--- config.mk ---
export PLATFORM = sky130hd
export DESIGN_NAME = tcrc_top
export DESIGN_NICKNAME = d
export VERILOG_FILES = /design/src/tcrc_pkg.sv /design/src/tcrc_chan.sv /design/src/tcrc_top.sv
export SDC_FILE = /design/constraint.sdc
export NUM_CORES = 1
export LEC_CHECK = 0
export ABC_AREA = 1
export BUFFER_PORTS_ARGS = -buffer_cell sky130_fd_sc_hd__buf_4
export CAP_MARGIN = 20
export CORE_MARGIN = 8
export CORE_UTILIZATION = 40
export CTS_CLUSTER_DIAMETER = 60
export DETAILED_ROUTE_END_ITERATION = 10
export SLEW_MARGIN = 30
export SYNTH_ARGS = -nofsm -noshare
export SYNTH_HDL_FRONTEND = slang
export SYNTH_HIERARCHICAL = 1
export SYNTH_SLANG_ARGS = --single-unit
export TNS_END_PERCENT = 50
--- constraint.sdc ---
create_clock -name mclk_in -period 2.7 [get_ports mclk_in]
set_clock_uncertainty 0.15 [all_clocks]
set_input_delay 0.54 -clock mclk_in [delete_from_list [all_inputs] [get_ports mclk_in]]
set_output_delay 0.54 -clock mclk_in [all_outputs]
set_load 0.02 [all_outputs]
--- src/tcrc_pkg.sv ---
// shared constants and types for the timer capture, reload and compare block
package tcrc_pkg;

	// register byte addresses on the special-function bus
	localparam logic [7:0] ADDR_CAP_CTRL  = 8'h92;
	localparam logic [7:0] ADDR_EDGE_SEL  = 8'h93;
	localparam logic [7:0] ADDR_FILT_EN   = 8'h94;
	localparam logic [7:0] ADDR_CTRL      = 8'hc8;
	localparam logic [7:0] ADDR_MODE      = 8'hc9;
	localparam logic [7:0] ADDR_RC_LOW    = 8'hca;
	localparam logic [7:0] ADDR_RC_HIGH   = 8'hcb;
	localparam logic [7:0] ADDR_CNT_LOW   = 8'hcc;
	localparam logic [7:0] ADDR_CNT_HIGH  = 8'hcd;
	localparam logic [7:0] ADDR_CAP0_LOW  = 8'he4;
	localparam logic [7:0] ADDR_CAP0_HIGH = 8'he5;
	localparam logic [7:0] ADDR_CAP1_LOW  = 8'he6;
	localparam logic [7:0] ADDR_CAP1_HIGH = 8'he7;
	localparam logic [7:0] ADDR_CAP2_LOW  = 8'hed;
	localparam logic [7:0] ADDR_CAP2_HIGH = 8'hee;
	localparam logic [7:0] ADDR_INT_STAT  = 8'hf8;
	localparam logic [7:0] ADDR_INT_MASK  = 8'hf9;

	// field positions
	localparam int CAP_FLAG_LSB   = 0;
	localparam int CAP_EN_LSB     = 4;
	localparam int FILT_EN_LSB    = 4;
	localparam int CTRL_CMP_SEL   = 0;
	localparam int CTRL_RUN       = 2;
	localparam int CTRL_MATCH     = 7;
	localparam int MODE_TRIG_LSB  = 0;
	localparam int MODE_CLR_MATCH = 2;
	localparam int MODE_CLR_CAP   = 3;
	localparam int MODE_RELOAD_EN = 7;
	localparam int INT_MATCH      = 3;
	localparam int INT_OVF        = 4;

	// reset values and the counter maximum
	localparam logic [7:0]  REG_RESET  = 8'h00;
	localparam logic [15:0] WORD_RESET = 16'h0000;
	localparam logic [15:0] CNT_MAX    = 16'hffff;

	// channel count, interrupt status width and filter length in cpu clocks
	localparam int          NUM_CHAN      = 3;
	localparam int          INT_BITS      = 5;
	localparam int          FILT_CLKS     = 4;
	localparam logic [1:0]  FILT_LAST     = 2'(FILT_CLKS - 1);

	// edge selection codes
	localparam logic [1:0] EDGE_FALL = 2'h0;
	localparam logic [1:0] EDGE_RISE = 2'h1;
	localparam logic [1:0] EDGE_BOTH = 2'h2;
	localparam logic [1:0] EDGE_RSVD = 2'h3;

	// reload trigger codes
	localparam logic [1:0] TRIG_OVF  = 2'h0;
	localparam logic [1:0] TRIG_CAP0 = 2'h1;
	localparam logic [1:0] TRIG_CAP1 = 2'h2;
	localparam logic [1:0] TRIG_CAP2 = 2'h3;

	typedef enum logic [2:0] {
		TCRC_MODE_CAPTURE = 3'b001,
		TCRC_MODE_RELOAD  = 3'b010,
		TCRC_MODE_COMPARE = 3'b100
	} tcrc_mode_t;

	typedef struct packed {
		logic [1:0] edge_code;
		logic       filter_on;
	} tcrc_chan_cfg_t;

endpackage : tcrc_pkg

--- src/tcrc_chan.sv ---
// one capture channel front end: optional glitch filter and edge detector
`timescale 1ns/1ps
module tcrc_chan (
	input  wire logic                    mclk_in,
	input  wire logic                    rst_n_in,
	input  wire logic                    ce_in,
	input  wire logic                    pin_in,
	input  wire tcrc_pkg::tcrc_chan_cfg_t cfg_in,
	output logic                         cap_pulse_out
);

	typedef struct packed {
		logic       smp;
		logic       lvl;
		logic       prev;
		logic [1:0] cnt;
		logic       pulse;
	} tcrc_chan_st_t;

	tcrc_chan_st_t st_ff;
	tcrc_chan_st_t nxt_st;

	always_comb begin
		nxt_st     = st_ff;
		nxt_st.smp = pin_in;
		if (cfg_in.filter_on) begin
			if (st_ff.smp == st_ff.lvl) begin
				nxt_st.cnt = 2'h0;
			end else if (st_ff.cnt == tcrc_pkg::FILT_LAST) begin
				nxt_st.lvl = st_ff.smp;
				nxt_st.cnt = 2'h0;
			end else begin
				nxt_st.cnt = st_ff.cnt + 2'h1;
			end
		end else begin
			nxt_st.lvl = st_ff.smp;
			nxt_st.cnt = 2'h0;
		end
		nxt_st.prev = st_ff.lvl;
		unique case (cfg_in.edge_code)
			tcrc_pkg::EDGE_FALL: nxt_st.pulse = st_ff.prev & ~st_ff.lvl;
			tcrc_pkg::EDGE_RISE: nxt_st.pulse = ~st_ff.prev & st_ff.lvl;
			tcrc_pkg::EDGE_BOTH: nxt_st.pulse = st_ff.prev ^ st_ff.lvl;
			tcrc_pkg::EDGE_RSVD: nxt_st.pulse = 1'b0;
		endcase
	end

	always_ff @(posedge mclk_in) begin
		if (!rst_n_in) begin
			st_ff <= '0;
		end else if (ce_in) begin
			st_ff <= nxt_st;
		end
	end

	assign cap_pulse_out = st_ff.pulse;

endmodule : tcrc_chan

--- src/tcrc_top.sv ---
// timer capture, auto-reload and compare block with its register port
// Behaviour
// - each channel has a two-bit edge code: 00 falling, 01 rising, 10 either edge, 11 reserved.
// - the filter enable register holds one filter enable per channel in bits 6 to 4 for channels 2 to 0.
// - each channel keeps a 16-bit result as readable and writable low and high bytes that reset to zero.
// - with compare select zero and reload enable one the timer is in auto-reload mode using the reload pair.
// - in auto-reload mode each reload event copies the reload bytes into the counter bytes.
// - the reload event is overflow or one capture channel, chosen by the two-bit trigger select.
// - outside compare mode, with clear-on-capture set a capture event clears the counter to zero instead of reloading it.
// - compare select set gives compare mode regardless of reload enable, the pair being the compare value.
// - in compare mode a running counter equal to the compare value sets the match flag in control bit 7.
// - with clear-on-match set the counter is cleared to zero after each compare match.
// - input capture mode holds when compare select and reload enable are both zero.
// - a selected edge on an enabled channel copies the counter into its result and sets its flag.
// - an enabled filter rejects pulses shorter than four clocks before edge detection.
// - trigger select 00 is overflow and 01, 10, 11 are capture channels 0, 1 and 2.
`timescale 1ns/1ps
module tcrc_top (
	input  wire logic       mclk_in,
	input  wire logic       rst_n_in,
	input  wire logic       ce_in,
	input  wire logic       capture_pin_zero_in,
	input  wire logic       capture_pin_one_in,
	input  wire logic       capture_pin_two_in,
	input  wire logic [7:0] addr_in,
	input  wire logic [7:0] wr_data_in,
	input  wire logic       wr_en_in,
	input  wire logic       rd_en_in,
	output logic      [7:0] rd_data_out,
	output logic            irq_out
);

	localparam int NC = tcrc_pkg::NUM_CHAN;
	localparam int NI = tcrc_pkg::INT_BITS;

	typedef struct packed {
		logic [7:0]           edge_sel;
		logic [7:0]           filt_en;
		logic [NC-1:0]        cap_en;
		logic [NC-1:0]        cap_flag;
		logic [NC-1:0][15:0]  cap;
		logic [15:0]          rc;
		logic [15:0]          cnt;
		logic                 cmp_sel;
		logic                 run;
		logic                 match_flag;
		logic                 reload_en;
		logic                 clr_cap;
		logic                 clr_match;
		logic [1:0]           trig_sel;
		logic [NI-1:0]        int_stat;
		logic [NI-1:0]        int_mask;
		logic [7:0]           rd_data;
		logic                 irq;
	} tcrc_state_t;

	tcrc_state_t st_ff;
	tcrc_state_t nxt_st;

	logic [NC-1:0]                 pins;
	logic [NC-1:0]                 edge_pulse;
	tcrc_pkg::tcrc_chan_cfg_t [NC-1:0] chan_cfg;

	assign pins = {capture_pin_two_in, capture_pin_one_in, capture_pin_zero_in};

	// one front end per channel
	genvar gi;
	generate
		for (gi = 0; gi < NC; gi++) begin : g_chan
			assign chan_cfg[gi] = {st_ff.edge_sel[2*gi +: 2], st_ff.filt_en[tcrc_pkg::FILT_EN_LSB + gi]};
			tcrc_chan u_chan (
				.mclk_in       (mclk_in),
				.rst_n_in      (rst_n_in),
				.ce_in         (ce_in),
				.pin_in        (pins[gi]),
				.cfg_in        (chan_cfg[gi]),
				.cap_pulse_out (edge_pulse[gi])
			);
		end
	endgenerate

	tcrc_pkg::tcrc_mode_t mode;
	logic [NC-1:0]        cap_evt;
	logic                 any_cap;
	logic                 overflow;
	logic                 match;
	logic                 reload_evt;
	logic                 wr_low;
	logic                 wr_high;
	logic [NI-1:0]        int_set;
	logic [7:0]           rd_mux;

	// mode decode from the two select bits
	always_comb begin
		if (st_ff.cmp_sel) begin
			mode = tcrc_pkg::TCRC_MODE_COMPARE;
		end else if (st_ff.reload_en) begin
			mode = tcrc_pkg::TCRC_MODE_RELOAD;
		end else begin
			mode = tcrc_pkg::TCRC_MODE_CAPTURE;
		end
	end

	assign cap_evt  = edge_pulse & st_ff.cap_en;
	assign any_cap  = |cap_evt;
	assign overflow = st_ff.run && (st_ff.cnt == tcrc_pkg::CNT_MAX);
	assign match    = st_ff.run && (mode == tcrc_pkg::TCRC_MODE_COMPARE) && (st_ff.cnt == st_ff.rc);

	always_comb begin
		unique case (st_ff.trig_sel)
			tcrc_pkg::TRIG_OVF:  reload_evt = overflow;
			tcrc_pkg::TRIG_CAP0: reload_evt = cap_evt[0];
			tcrc_pkg::TRIG_CAP1: reload_evt = cap_evt[1];
			tcrc_pkg::TRIG_CAP2: reload_evt = cap_evt[2];
		endcase
	end

	assign int_set = {overflow, match, cap_evt};

	// read multiplexer; unmapped addresses read as zero
	always_comb begin
		rd_mux = tcrc_pkg::REG_RESET;
		unique case (addr_in)
			tcrc_pkg::ADDR_CAP_CTRL: begin
				rd_mux[tcrc_pkg::CAP_EN_LSB +: NC]   = st_ff.cap_en;
				rd_mux[tcrc_pkg::CAP_FLAG_LSB +: NC] = st_ff.cap_flag;
			end
			tcrc_pkg::ADDR_EDGE_SEL:  rd_mux = st_ff.edge_sel;
			tcrc_pkg::ADDR_FILT_EN:   rd_mux = st_ff.filt_en;
			tcrc_pkg::ADDR_CTRL: begin
				rd_mux[tcrc_pkg::CTRL_MATCH]   = st_ff.match_flag;
				rd_mux[tcrc_pkg::CTRL_RUN]     = st_ff.run;
				rd_mux[tcrc_pkg::CTRL_CMP_SEL] = st_ff.cmp_sel;
			end
			tcrc_pkg::ADDR_MODE: begin
				rd_mux[tcrc_pkg::MODE_RELOAD_EN]     = st_ff.reload_en;
				rd_mux[tcrc_pkg::MODE_CLR_CAP]       = st_ff.clr_cap;
				rd_mux[tcrc_pkg::MODE_CLR_MATCH]     = st_ff.clr_match;
				rd_mux[tcrc_pkg::MODE_TRIG_LSB +: 2] = st_ff.trig_sel;
			end
			tcrc_pkg::ADDR_RC_LOW:    rd_mux = st_ff.rc[7:0];
			tcrc_pkg::ADDR_RC_HIGH:   rd_mux = st_ff.rc[15:8];
			tcrc_pkg::ADDR_CNT_LOW:   rd_mux = st_ff.cnt[7:0];
			tcrc_pkg::ADDR_CNT_HIGH:  rd_mux = st_ff.cnt[15:8];
			tcrc_pkg::ADDR_CAP0_LOW:  rd_mux = st_ff.cap[0][7:0];
			tcrc_pkg::ADDR_CAP0_HIGH: rd_mux = st_ff.cap[0][15:8];
			tcrc_pkg::ADDR_CAP1_LOW:  rd_mux = st_ff.cap[1][7:0];
			tcrc_pkg::ADDR_CAP1_HIGH: rd_mux = st_ff.cap[1][15:8];
			tcrc_pkg::ADDR_CAP2_LOW:  rd_mux = st_ff.cap[2][7:0];
			tcrc_pkg::ADDR_CAP2_HIGH: rd_mux = st_ff.cap[2][15:8];
			tcrc_pkg::ADDR_INT_STAT:  rd_mux[NI-1:0] = st_ff.int_stat;
			tcrc_pkg::ADDR_INT_MASK:  rd_mux[NI-1:0] = st_ff.int_mask;
			default:                  rd_mux = tcrc_pkg::REG_RESET;
		endcase
	end

	assign wr_low  = wr_en_in && (addr_in == tcrc_pkg::ADDR_CNT_LOW);
	assign wr_high = wr_en_in && (addr_in == tcrc_pkg::ADDR_CNT_HIGH);

	always_comb begin
		nxt_st = st_ff;

		// software writes; hardware updates below take priority where they meet
		if (wr_en_in) begin
			unique case (addr_in)
				tcrc_pkg::ADDR_CAP_CTRL: begin
					nxt_st.cap_en   = wr_data_in[tcrc_pkg::CAP_EN_LSB +: NC];
					nxt_st.cap_flag = wr_data_in[tcrc_pkg::CAP_FLAG_LSB +: NC];
				end
				tcrc_pkg::ADDR_EDGE_SEL: nxt_st.edge_sel = {2'h0, wr_data_in[5:0]};
				tcrc_pkg::ADDR_FILT_EN: begin
					nxt_st.filt_en = tcrc_pkg::REG_RESET;
					nxt_st.filt_en[tcrc_pkg::FILT_EN_LSB +: NC] = wr_data_in[tcrc_pkg::FILT_EN_LSB +: NC];
				end
				tcrc_pkg::ADDR_CTRL: begin
					nxt_st.match_flag = wr_data_in[tcrc_pkg::CTRL_MATCH];
					nxt_st.run        = wr_data_in[tcrc_pkg::CTRL_RUN];
					nxt_st.cmp_sel    = wr_data_in[tcrc_pkg::CTRL_CMP_SEL];
				end
				tcrc_pkg::ADDR_MODE: begin
					nxt_st.reload_en = wr_data_in[tcrc_pkg::MODE_RELOAD_EN];
					nxt_st.clr_cap   = wr_data_in[tcrc_pkg::MODE_CLR_CAP];
					nxt_st.clr_match = wr_data_in[tcrc_pkg::MODE_CLR_MATCH];
					nxt_st.trig_sel  = wr_data_in[tcrc_pkg::MODE_TRIG_LSB +: 2];
				end
				tcrc_pkg::ADDR_RC_LOW:    nxt_st.rc[7:0]      = wr_data_in;
				tcrc_pkg::ADDR_RC_HIGH:   nxt_st.rc[15:8]     = wr_data_in;
				tcrc_pkg::ADDR_CAP0_LOW:  nxt_st.cap[0][7:0]  = wr_data_in;
				tcrc_pkg::ADDR_CAP0_HIGH: nxt_st.cap[0][15:8] = wr_data_in;
				tcrc_pkg::ADDR_CAP1_LOW:  nxt_st.cap[1][7:0]  = wr_data_in;
				tcrc_pkg::ADDR_CAP1_HIGH: nxt_st.cap[1][15:8] = wr_data_in;
				tcrc_pkg::ADDR_CAP2_LOW:  nxt_st.cap[2][7:0]  = wr_data_in;
				tcrc_pkg::ADDR_CAP2_HIGH: nxt_st.cap[2][15:8] = wr_data_in;
				tcrc_pkg::ADDR_INT_MASK:  nxt_st.int_mask     = wr_data_in[NI-1:0];
				default: ;
			endcase
		end

		// counter: increment, then events override in order of strength
		if (st_ff.run) begin
			nxt_st.cnt = st_ff.cnt + 16'h0001;
		end
		if ((mode == tcrc_pkg::TCRC_MODE_RELOAD) && reload_evt) begin
			nxt_st.cnt = st_ff.rc;
		end
		if ((mode != tcrc_pkg::TCRC_MODE_COMPARE) && any_cap && st_ff.clr_cap) begin
			nxt_st.cnt = tcrc_pkg::WORD_RESET;
		end
		if (match && st_ff.clr_match) begin
			nxt_st.cnt = tcrc_pkg::WORD_RESET;
		end
		// a direct byte write wins over counting; software should stop the timer first
		if (wr_low) begin
			nxt_st.cnt[7:0] = wr_data_in;
		end
		if (wr_high) begin
			nxt_st.cnt[15:8] = wr_data_in;
		end

		if (match) begin
			nxt_st.match_flag = 1'b1;
		end

		for (int i = 0; i < NC; i++) begin
			if (cap_evt[i]) begin
				nxt_st.cap[i]      = st_ff.cnt;
				nxt_st.cap_flag[i] = 1'b1;
			end
		end

		// status clears on read, a new event in the same cycle survives
		if (rd_en_in && (addr_in == tcrc_pkg::ADDR_INT_STAT)) begin
			nxt_st.int_stat = int_set;
		end else begin
			nxt_st.int_stat = st_ff.int_stat | int_set;
		end

		nxt_st.irq = |(nxt_st.int_stat & nxt_st.int_mask);

		// read data stands only in the cycle after the strobe
		if (rd_en_in) begin
			nxt_st.rd_data = rd_mux;
		end else begin
			nxt_st.rd_data = tcrc_pkg::REG_RESET;
		end
	end

	always_ff @(posedge mclk_in) begin
		if (!rst_n_in) begin
			st_ff <= '0;
		end else if (ce_in) begin
			st_ff <= nxt_st;
		end
	end

	assign rd_data_out = st_ff.rd_data;
	assign irq_out     = st_ff.irq;

endmodule : tcrc_top

Word level (Yosys, flattened, before mapping). Cells that the tools add are included.

Flip-flop bits (word level): 140. Bits of input ports: 24. Output and inout bits: 9.

Add/subtract/negate cells: 4. Equality and inequality tests: 46. Multiplexer cells: 61. Bitwise operators: 18. Reduce and logical (&&, ||, !) cells: 54.

Operators with widths (number): 8-bit == test, second input constant (17); 16-bit two-way mux (7); 8-bit two-way mux (11); 67-bit two-way mux (1); 3-bit AND reduction (20); 1-bit case mux with 16 select lines (2); 1-bit case mux with 15 select lines (2); 2-bit nonzero test (14); 2-bit case mux with 13 select lines (1); 2-bit == test, second input constant (11); 2-bit two-way mux (10); 5-bit two-way mux (4); 16-bit by 1-bit adder with 16-bit output, second input constant (1); 16-bit == test (1); 16-bit == test, second input constant (1); 1-bit case mux with 4 select lines (4); 1-bit two-way mux (14); 1-bit case mux with 14 select lines (1); 1-bit case mux with 12 select lines (1); 1-bit logical AND (10); 5-bit nonzero test (2); 2-bit by 1-bit == test with 1-bit output, second input constant (4); 2-bit logical NOT (4); 2-bit by 1-bit adder with 2-bit output, second input constant (3); 17 further kinds (37).

Logic depth before layout (Yosys ltp). Gate-level depths: netlist (run 1).

Depth after elaboration: 9. Mapped depth: 15. Depth with buffers taken out: 14.

Cells and area by module. Netlist (run 1), hierarchy kept.

Modules (own cells, without submodules): tcrc_top (times used 1, cells an instance 1180, area an instance 7309.5 µm², seq. area each 2442.3 µm²); tcrc_chan (times used 3, cells an instance 44, area an instance 327.8 µm², seq. area each 120.1 µm²).

Worst setup path before layout (run 1). Ideal clock, no wire load.

Path kind: register to register. Start point: reg st_ff[28] (netlist bit). End point: reg st_ff[38] (netlist bit). Setup time: 0.117 ns. Data arrival time: 1.751 ns. Data required time: 2.433 ns. Setup slack: 0.682 ns. Stages on the path, launching flop included: 14. Path buffers: 1. Period minus slack after synthesis: 2.018 ns. Cells stage by stage: dfxtp_1 ha_1 nand2_1 nor2_2 nand2_2 nor2_4 nand3_2 nand2_2 nand2_4 clkbuf_1 o21ai_0 nor2_1 nor2_1 nor2_1.

Cells in the longest elaborated chain, start to end: 8. Elaborated cells between the ends (all ways): 15. Classes of those cells: add/sub (1); eq/ne (2); mux (6); reduce/logical (6).

Ends and longest elaborated chain: from (decl) (RTL line tcrc_top.sv:57) `tcrc_state_t st_ff;`; from (signal assigned) (RTL line tcrc_top.sv:252) `st_ff <= nxt_st;`; branches (longest 8 deep; another with 16-bit by 1-bit adder with 16-bit output).

Parallel ways; which one is timed is not known. The select of a mux whose other input is x is not followed. A chain may end at the register's enable or synchronous reset.

Worst setup path in the final report (run 1).
Start point: reg st_ff[27] (netlist bit). End point: reg st_ff[33] (netlist bit).

Cells in the longest elaborated chain, start to end: 8. Elaborated cells between the ends (all ways): 15. Classes of those cells: add/sub (1); eq/ne (2); mux (6); reduce/logical (6).

Ends and longest elaborated chain: branches (longest 8 deep; another with 16-bit by 1-bit adder with 16-bit output).

Parallel ways; which one is timed is not known. The select of a mux whose other input is x is not followed.

==> out/summary.txt, run 1 <==
============================================================================
Status                                                          complete, no violations
Sequential cell area                                               2808 um^2
Leading cell types in the layout, fill and taps excluded        sky130_fd_sc_hd__nand2_1, sky130_fd_sc_hd__o21ai_0, sky130_fd_sc_hd__nor2_1
Antenna violations before repair                                           0
Syn Inst Count                                                          1312
Buffer depth of the longest clock path                                     2
Number of max-capacitance violations reported                              0
Final-layout fill cell count                                            2228
Post-placement cell count                                               1602
Clock network fraction of total power                                  0.486
Mean Syn Cell Area                                                6.321 um^2
Peak VDD IR                                                        0.3833 mV
DIE AREA                                                          25600 um^2
Post-DP HPWL                                                        22160 um
Element type at the critical path start                                 flop
Post-synthesis sequential area ratio                                  0.3380
P per Cell Area                                                 497.8 nW/um^2
Number of vias after detailed routing                                   8902
Fraction of final layout cells sized beyond drive strength 1          0.1239
Proportion of power drawn by combinational gates                       0.067
Pin count of the biggest net entering global routing                      67
Clock Latency Late Sink                                              0.43 ns
Seq cells post-synth                                                     140
Height of the die                                                   160.0 um
Die Span X                                                          160.0 um
Sequential power share                                                 0.447
Total of warnings raised by yosys                                          6
Setup CP Type                                                     reg -> reg
Largest delay contributor family on the critical path           simple AND/OR/NAND/NOR gates
Area growth from synthesis to final layout                            14.26%
Internal cell power                                                 3.486 mW
Unrepaired setup endpoints after global routing                        false
Number of buffers added on ports                                          32
Netlist area before placement                                      8293 um^2
Top achievable clock speed                                        0.4029 GHz
Unique cell type count in the Yosys netlist                               40
Number of remaining DRC errors                                             0
Residual antenna-violating net count after detailed routing                0
Kind of capture point of the worst setup path                           flop
LEAKAGE                                                             4.020 nW
Final total negative setup slack                                        0 ns
Hold-fix buffer count after cts                                            0
Boundary pin count                                                        33
Final-report max-slew violation count                                      0
Antenna diode instance count                                               0
Number of clock buffers inserted by TritonCTS                             17
Non-Filler Instances                                                    1634
Congestion Overflow GR                                                     0
RD Place Congestion                                                   0.9998
Post-synth top flop                                             sky130_fd_sc_hd__dfxtp_1
Final Util                                                            0.4668
Synthesized Nets                                                        1346
Async S/R FF share, synth                                                  0
1st-iter DRT viols                                                      1114
Hold Violations, Final                                                     0
Number of setup violations in the final report                             0
TritonCTS clock tree                                                    done
Global-route wire length before repair                              46350 um
Total number of H-tree levels                                              4
Clock sinks                                                              140
Most common cell after layout, fill and taps aside              sky130_fd_sc_hd__nand2_1
Combined global-route utilization of all metal layers                 0.2286
Max incr delay on CP                                                 0.37 ns
Clock-pin transition on the worst setup and hold timing paths        0.07 ns
Worst min-delay path class                                         in -> reg
Final #Nets                                                             1385
Detailed-route wire length per cell                                 18.18 um
Vias per cell                                                          5.448
Max_slew headroom                                                     0.4063
Row count                                                                 52
Clock Root Buffer                                               sky130_fd_sc_hd__clkbuf_16
TritonRoute pass-1 iters                                                   5
Tightest Pin Transition                                            0.8905 ns
Share of the clock period used by the worst path after layout         0.9192
Maximum fanout along the worst path                                       21
Cell with the largest stage delay on the worst path             sky130_fd_sc_hd__dfxtp_1
Multi-input logic area                                             4562 um^2
Total Wirelength                                                    29700 um
Crit path arrival time                                               2.70 ns
Switching part of the total power                                     0.2608
Power dissipated by switching net loads                             1.230 mW
Starting density of the core                                          0.4085
Core Footprint                                                    20300 um^2
Data required time at the worst endpoint                             2.91 ns
CP cell instances                                               ha_1 > nand2_1 > nor2_2 > nand2_2 > nor2_4 > nand3_2 > nand2_2 > nand2_4 > nand4_2 > nand2_2 > nand2_1 > nand2_1 > nor2_1
Power after layout                                                  4.717 mW
Count of flip-flops with a built-in enable after synthesis                 0
Min Tclk post-route                                                 2.482 ns
Via count of the first global-routing pass                              8239
Buf/Inv on CP                                                              0
============================================================================
-- power groups by stage --
stage / Sequential [mW] / Clock, mW / Combinational [mW]
after global placement: 2.15 / 0 / 0.309
after global routing: 2.11 / 2.40 / 0.351
after detailed placement: 2.15 / 0 / 0.311
after CTS: 2.11 / 2.32 / 0.312
final: 2.11 / 2.29 / 0.317
after floorplan: 2.15 / 0 / 0.182
-- through the flow --
stage	hold slack, ns	setup WS, ns	cell area (um^2)
3_3_place_gp	0.2810	0.1922	8909
4_1_cts	0.2203	0.1993	9470
5_1_grt	0.2370	0.008974	9475
2_1_floorplan	0.2737	0.6824	8293
3_5_place_dp	0.2848	0.2210	8909
6_report	0.2260	0.2183	9475
-- layout make-up --
cell class / count / area share
multi-input combinational: 959 / 0.4814
sequential: 140 / 0.2963
tap: 270 / 0.03565
inverter: 150 / 0.06021
timing repair buffer: 83 / 0.06708
clock buffer: 20 / 0.04714
clock inverter: 12 / 0.01215
-- worst min-delay path, delay by kind of cell --
family	cells	cell delay, ns
AO/OA/AOI/OAI	2	0.15
buffers and inverters	1	0.07
-- sequential cells by signal, indices dropped and copies added (netlist names) --
| name | cells |
|---|---|
| g_chan.u_chan/st_ff | 12 |
| g_chan.u_chan/cap_pulse_out | 3 |
| g_chan.u_chan/nxt_st | 3 |
| irq_out | 1 |
| chan_cfg | 9 |
| st_ff | 104 |
| rd_data_out | 8 |
-- cells in the mapped netlist, types with 8 or more instances --
library cell,n,share of area
sky130_fd_sc_hd__buf_2,14,0.0084
sky130_fd_sc_hd__nor3_1,17,0.010
sky130_fd_sc_hd__nor2_2,10,0.0075
sky130_fd_sc_hd__nand2_2,8,0.0060
sky130_fd_sc_hd__a21oi_1,84,0.051
sky130_fd_sc_hd__nand4_1,25,0.019
sky130_fd_sc_hd__a31oi_1,29,0.022
sky130_fd_sc_hd__buf_4,11,0.010
sky130_fd_sc_hd__inv_1,133,0.060
sky130_fd_sc_hd__o22ai_1,14,0.011
sky130_fd_sc_hd__nand3_1,82,0.049
sky130_fd_sc_hd__dfxtp_1,140,0.34
sky130_fd_sc_hd__inv_2,11,0.0050
sky130_fd_sc_hd__nand2_1,338,0.15
sky130_fd_sc_hd__ha_1,10,0.015
sky130_fd_sc_hd__o21ai_0,148,0.089
sky130_fd_sc_hd__clkbuf_1,27,0.012
sky130_fd_sc_hd__buf_6,8,0.011
sky130_fd_sc_hd__o21ai_1,10,0.0060
sky130_fd_sc_hd__nor2_1,144,0.065
-- logic make-up (layout without fill, tap and decap cells) --
family,count (synthesis),after routing,synth area share
simple gates,639,639,0.3313
compound gates,303,303,0.1963
buf+inv,213,265,0.1120
flops,140,140,0.3380
fa+ha+maj,10,10,0.01509
xor+xnor,7,7,0.007393
-- final timing paths --
check                           cells past startpoint               start  slack [ns]                        end
worst min register to register                      2           st_ff[90]        0.30                  st_ff[90]
worst min-delay path                                3  capture_pin_one_in        0.23  g_chan[1].u_chan/st_ff[5]
worst max-delay path                               13           st_ff[27]        0.22                  st_ff[33]
worst max register to register                     13           st_ff[27]        0.22                  st_ff[33]
-- metal layers --
layer,global-route usage,wire length [um],up-vias
met1,0.3202,13610,4070
met2,0.3401,12670,379
met3,0.04036,2447,67
met5,0,0,-
li1,-,-,4386
met4,0.09133,979,0
-- timing repair --
item	4_1_cts	5_1_grt
resized for setup	0	4
setup endpoints to repair	0	8
setup buffers	0	0
Power figures use the tool's default switching activity.
==> inputs of run 2 (changes only) <==
--- a/config.mk
+++ b/config.mk
@@ -9,9 +9,10 @@
 export BUFFER_PORTS_ARGS = -buffer_cell sky130_fd_sc_hd__buf_4
 export CAP_MARGIN = 20
 export CORE_MARGIN = 8
-export CORE_UTILIZATION = 40
+export CORE_UTILIZATION = 63
 export CTS_CLUSTER_DIAMETER = 60
 export DETAILED_ROUTE_END_ITERATION = 10
+export PLACE_DENSITY = 0.81
 export SLEW_MARGIN = 30
 export SYNTH_ARGS = -nofsm -noshare
 export SYNTH_HDL_FRONTEND = slang
==> out/summary.txt, run 2 (synthesis gave the netlist of run 1 again) <==
============================================================================
Element type at the critical path start                                 flop
Core Footprint                                                    13030 um^2   -36%
Fraction of final layout cells sized beyond drive strength 1          0.1160   -0.007948
Data required time at the worst endpoint                             2.92 ns   about the same
RD Place Congestion                                                    1.091   +9.1%
DIE AREA                                                          17090 um^2   -33%
Peak VDD IR                                                        0.4830 mV   +26%
Top achievable clock speed                                        0.3924 GHz   -2.6%
Residual antenna-violating net count after detailed routing                0   unchanged
Tightest Pin Transition                                            0.7036 ns   -0.1869 ns
Number of setup violations in the final report                             0   unchanged
Total number of H-tree levels                                              4   unchanged
Starting density of the core                                          0.6363   +0.2278
Share of the clock period used by the worst path after layout         0.9438   +0.02460
CTS-repair resized insts                                                   0   unchanged
Final-report max-slew violation count                                      0   unchanged
Maximum fanout along the worst path                                       21   unchanged
Final-layout fill cell count                                            1183   -47%
Number of max-capacitance violations reported                              0   unchanged
Combined global-route utilization of all metal layers                 0.3392   +0.1107
Final instance area                                                9251 um^2   -2.4%
Post-DP HPWL                                                        20780 um   -6.2%
Global-route wire length before repair                              44260 um   -4.5%
Max_slew headroom                                                     0.5292   +0.1229
1st-iter DRT viols                                                      1163   +4.4%
Number of vias after detailed routing                                   9083   +2.0%
Worst-case hold path end point                                  g_chan[1].u_chan/st_ff[5]
Leading cell types in the layout, fill and taps excluded        sky130_fd_sc_hd__nand2_1, sky130_fd_sc_hd__o21ai_0, sky130_fd_sc_hd__nor2_1
Setup CP Type                                                     reg -> reg
Worst r2r path cells                                                      13   unchanged
Detailed-route wire length per cell                                 18.36 um   +1.0%
Startpoint of the lowest-slack register-to-register path           st_ff[28]
Number of cells on the worst hold path                                     3   unchanged
Via count of the first global-routing pass                              8304   +0.79%
Crit path arrival time                                               2.76 ns   +0.06 ns
Worst min-delay path class                                         in -> reg
WHS                                                                0.2274 ns   +0.001376 ns
P per Cell Area                                                 490.6 nW/um^2   -1.5%
Clock Latency Late Sink                                              0.43 ns   about the same
Status                                                          complete, no violations
Number of buffers added on ports                                          32   unchanged
Post-CTS Repair Setup Buffers                                              0   unchanged
Max reg flops                                                            104   unchanged
Buffer depth of the longest clock path                                     2   unchanged
Clock Root Buffer                                               sky130_fd_sc_hd__clkbuf_16
TritonCTS clock tree                                                    done
Vias per cell                                                          5.937   +9.0%
Height of the die                                                   130.7 um   -18%
Number of clock buffers inserted by TritonCTS                             17   unchanged
Power after layout                                                  4.538 mW   -3.8%
Min Tclk post-route                                                 2.548 ns   +0.06643 ns
Boundary pin count                                                        33   unchanged
TritonRoute pass-1 iters                                                   9   +4
Row count                                                                 42   -19%
Antenna violations before repair                                           1   +1
Number of remaining DRC errors                                             0   unchanged
Final #Nets                                                             1377   -0.58%
Largest Register                                                       st_ff
Clock-pin transition on the worst setup and hold timing paths        0.06 ns   about the same
Most common cell after layout, fill and taps aside              sky130_fd_sc_hd__nand2_1
Hold Violations, Final                                                     0   unchanged
Antenna diode instance count                                               0   unchanged
Total Wirelength                                                    28090 um   -5.4%
Critical hold path startpoint                                   capture_pin_one_in
Final total negative setup slack                                        0 ns   unchanged
Congestion Overflow GR                                                     0   unchanged
Placed Instance Area                                               8731 um^2   -2.0%
Unrepaired setup endpoints after global routing                        false
Kind of capture point of the worst setup path                           flop
Die Span X                                                          130.7 um   -18%
Hold-fix buffer count after cts                                            0   unchanged
FF-to-FF End                                                       st_ff[30]
Area growth from synthesis to final layout                            11.56%
Critical Path Source                                               st_ff[28]
Clock sinks                                                              140   unchanged
Final Util                                                            0.7099   +0.2431
Pin count of the biggest net entering global routing                      63   -6.0%
LEAKAGE                                                             3.956 nW   -1.6%
Flop-to-flop setup slack                                             0.15 ns   -0.07 ns
============================================================================
-- run 2: final cells by class --
type | instances | area [um^2] | share of cell area
timing repair buffer | 75 | 575.6 | 0.06221
clock buffer | 19 | 442.9 | 0.04788
inverter | 150 | 570.5 | 0.06167
tap | 176 | 220.2 | 0.02380
clock inverter | 11 | 73.82 | 0.007979
sequential | 140 | 2803 | 0.3029
multi-input combinational | 959 | 4566 | 0.4935
-- run 2: worst max-delay path, stage by stage, from the launching register on --
cell	delay [ns]
sky130_fd_sc_hd__dfxtp_1	0.51
sky130_fd_sc_hd__ha_1	0.27
sky130_fd_sc_hd__nand2_1	0.09
sky130_fd_sc_hd__nor2_2	0.10
sky130_fd_sc_hd__nand2_2	0.11
sky130_fd_sc_hd__nor2_4	0.19
sky130_fd_sc_hd__nand3_2	0.10
sky130_fd_sc_hd__nand2_2	0.10
sky130_fd_sc_hd__nand2_4	0.15
sky130_fd_sc_hd__nand4_2	0.24
sky130_fd_sc_hd__nand2_2	0.18
sky130_fd_sc_hd__nand2_1	0.10
sky130_fd_sc_hd__nand2_1	0.05
sky130_fd_sc_hd__nor2_1	0.12
-- run 2: power by group --
| part | switching [mW] | total [mW] | internal [mW] | leakage, nW |
|---|---|---|---|---|
| Sequential | 0.0214 | 2.11 | 2.09 | 1.13 |
| Combinational | 0.217 | 0.309 | 0.0919 | 2.57 |
| Clock | 0.939 | 2.12 | 1.18 | 0.251 |
-- run 2: stage by stage --
step	setup slack, ns	cells
floorplan	0.6824	1312
global placement	0.3115	1500
detailed placement	0.2373	1500
CTS	0.2363	1530
global route	0.003483	1530
finish	0.1518	1530
-- run 2: layer usage --
layer,wire length (um),vias up,global-route usage
met4,1406,2,0.1904
met2,11980,533,0.5053
li1,-,4362,-
met1,11550,4091,0.4421
met5,11,-,0
met3,3136,95,0.08157
-- run 2: how the worst max path moves through the flow --
stage                endpoint  cells after the start
6_report            st_ff[30]                     13
4_1_cts             st_ff[30]                     13
3_3_place_gp   rd_data_out[6]                     10
5_1_grt             st_ff[35]                     14
3_5_place_dp        st_ff[61]                      8
2_1_floorplan       st_ff[38]                     13
==> inputs of run 3 (changes only) <==
--- a/config.mk
+++ b/config.mk
@@ -12,7 +12,7 @@
 export CORE_UTILIZATION = 63
 export CTS_CLUSTER_DIAMETER = 60
 export DETAILED_ROUTE_END_ITERATION = 10
-export PLACE_DENSITY = 0.81
+export PLACE_DENSITY = 0.84
 export SLEW_MARGIN = 30
 export SYNTH_ARGS = -nofsm -noshare
 export SYNTH_HDL_FRONTEND = slang
==> out/summary.txt, run 3 (synthesis gave the netlist of run 1 again) <==
============================================================================
Status                                                          complete, no violations
Pin count of the biggest net entering global routing                      64   +1.6%
TritonRoute pass-1 iters                                                   7   -2
Max reg flops                                                            104   unchanged
Total Wirelength                                                    28360 um   +0.97%
RD Place Congestion                                                    1.009   -7.5%
Height of the die                                                   130.7 um   unchanged
Max_slew headroom                                                     0.5429   +0.01369
Post-DP HPWL                                                        20680 um   -0.45%
Die Span X                                                          130.7 um   unchanged
Clock Latency Late Sink                                              0.43 ns   about the same
Sequential power share                                                 0.424   -0.041
Clock network fraction of total power                                  0.513   +0.046
Worst min-delay path class                                         in -> reg
Total number of H-tree levels                                              4   unchanged
P per Cell Area                                                 530.2 nW/um^2   +8.1%
Placed Instance Area                                               8738 um^2   about the same
Via count of the first global-routing pass                              8394   +1.1%
Area growth from synthesis to final layout                            13.16%
Leading cell types in the layout, fill and taps excluded        sky130_fd_sc_hd__nand2_1, sky130_fd_sc_hd__o21ai_0, sky130_fd_sc_hd__nor2_1
Share of the clock period used by the worst path after layout         0.9126   -0.03113
Clock-pin transition on the worst setup and hold timing paths        0.06 ns   about the same
Tightest Pin Transition                                            0.6831 ns   -0.02047 ns
Final instance area                                                9384 um^2   +1.4%
Buffer depth of the longest clock path                                     2   unchanged
Non-Filler Instances                                                    1533   +0.20%
Min Tclk post-route                                                 2.464 ns   -0.08404 ns
Detailed-route wire length per cell                                 18.50 um   +0.77%
Top achievable clock speed                                        0.4058 GHz   +3.4%
Critical Path Source                                               st_ff[40]
1st-iter DRT viols                                                      1382   +19%
Kind of capture point of the worst setup path                           flop
Clock sinks                                                              140   unchanged
Power dissipated by switching net loads                             1.194 mW   +1.5%
Boundary pin count                                                        33   unchanged
TritonCTS clock tree                                                    done
Most common cell after layout, fill and taps aside              sky130_fd_sc_hd__nand2_1
Number of clock buffers inserted by TritonCTS                             17   unchanged
Final Util                                                            0.7200   +0.01018
Power after layout                                                  4.976 mW   +9.6%
Antenna violations before repair                                           0   -1
CTS-repair resized insts                                                   0   unchanged
Internal cell power                                                 3.782 mW   +12%
Final total negative setup slack                                        0 ns   unchanged
Flop-to-flop setup slack                                             0.24 ns   +0.08 ns
Residual antenna-violating net count after detailed routing                0   unchanged
Clock Root Buffer                                               sky130_fd_sc_hd__clkbuf_16
Maximum fanout along the worst path                                       30   +43%
Post-route worst setup slack                                       0.2359 ns   +0.08404 ns
Starting density of the core                                          0.6363   unchanged
Largest Register                                                       st_ff
Core Footprint                                                    13030 um^2   unchanged
Number of cells on the worst hold path                                     3   unchanged
Number of remaining DRC errors                                             0   unchanged
Worst r2r path cells                                                      12   -1
Fraction of final layout cells sized beyond drive strength 1          0.1186   +0.002691
Vias per cell                                                          5.902   -0.59%
Final #Nets                                                             1378   +0.073%
Combined global-route utilization of all metal layers                 0.3440   +0.004766
Peak VDD IR                                                        0.4204 mV   -13%
Post-CTS Repair Setup Buffers                                              0   unchanged
DIE AREA                                                          17090 um^2   unchanged
Switching part of the total power                                     0.2400   -0.01934
Number of setup violations in the final report                             0   unchanged
WHS                                                                0.2301 ns   +0.002688 ns
Data required time at the worst endpoint                             2.87 ns   -0.05 ns
Congestion Overflow GR                                                     0   unchanged
LEAKAGE                                                             4.018 nW   +1.6%
Proportion of power drawn by combinational gates                       0.063   -0.005
Antenna diode instance count                                               0   unchanged
Setup CP Type                                                     reg -> reg
Final-report max-slew violation count                                      0   unchanged
FF-to-FF End                                                       st_ff[35]
Post-placement cell count                                               1501   +0.067%
Number of max-capacitance violations reported                              0   unchanged
Hold-fix buffer count after cts                                            0   unchanged
Pre-CTS setup slack                                               0.06968 ns   -0.1677 ns
Crit path arrival time                                               2.63 ns   -0.13 ns
Startpoint of the lowest-slack register-to-register path           st_ff[40]
Unrepaired setup endpoints after global routing                        false
Final-layout fill cell count                                            1194   +0.93%
Number of vias after detailed routing                                   9047   -0.40%
Hold Violations, Final                                                     0   unchanged
End point of the critical path                                     st_ff[35]
Row count                                                                 42   unchanged
Global-route wire length before repair                              44840 um   +1.3%
Number of buffers added on ports                                          32   unchanged
Element type at the critical path start                                 flop
============================================================================
run 3: metal layers:
metal	up-vias	GRT usage	part of all wire
li1	4375	-	-
met1	4010	0.4466	0.40
met2	550	0.5111	0.43
met3	112	0.08807	0.11
met4	0	0.1924	0.052
met5	-	0	0
run 3: power by group through the flow:
stage          combinational, mW  clock (mW)  sequential [mW]
2_1_floorplan              0.182           0             2.15
3_3_place_gp               0.293           0             2.15
3_5_place_dp               0.300           0             2.15
4_1_cts                    0.302        2.55             2.11
5_1_grt                    0.341        2.64             2.11
6_report                   0.311        2.56             2.11
run 3: worst min path at each step:
stage,slack (ns),startpoint,to
5_1_grt,0.25,capture_pin_zero_in,g_chan[0].u_chan/st_ff[5]
3_5_place_dp,0.29,st_ff[64],st_ff[64]
4_1_cts,0.23,capture_pin_zero_in,g_chan[0].u_chan/st_ff[5]
3_3_place_gp,0.28,st_ff[90],st_ff[90]
6_report,0.23,capture_pin_zero_in,g_chan[0].u_chan/st_ff[5]
2_1_floorplan,0.27,st_ff[90],st_ff[90]
run 3: final cells by class:
class                           instances  area [um^2]  share of cell area
Tap cell                              176        220.2             0.02347
Timing Repair Buffer                   76        583.1             0.06213
Inverter                              150        570.5             0.06080
Clock inverter                         13        188.9             0.02013
Clock buffer                           19        452.9             0.04827
Sequential cell                       140         2803              0.2987
Multi-Input combinational cell        959         4566              0.4865
run 3: critical path, cell delays in order, from the launching register on:
cell                      delay (ns)
sky130_fd_sc_hd__dfxtp_1        0.60
sky130_fd_sc_hd__nand2_1        0.17
sky130_fd_sc_hd__nor2_1         0.13
sky130_fd_sc_hd__nand2_1        0.06
sky130_fd_sc_hd__nor2_1         0.21
sky130_fd_sc_hd__nand3_2        0.10
sky130_fd_sc_hd__nand2_2        0.11
sky130_fd_sc_hd__nand2_4        0.07
sky130_fd_sc_hd__buf_4          0.24
sky130_fd_sc_hd__o21ai_0        0.27
sky130_fd_sc_hd__nor2_1         0.09
sky130_fd_sc_hd__nor2_1         0.10
sky130_fd_sc_hd__nor2_1         0.05
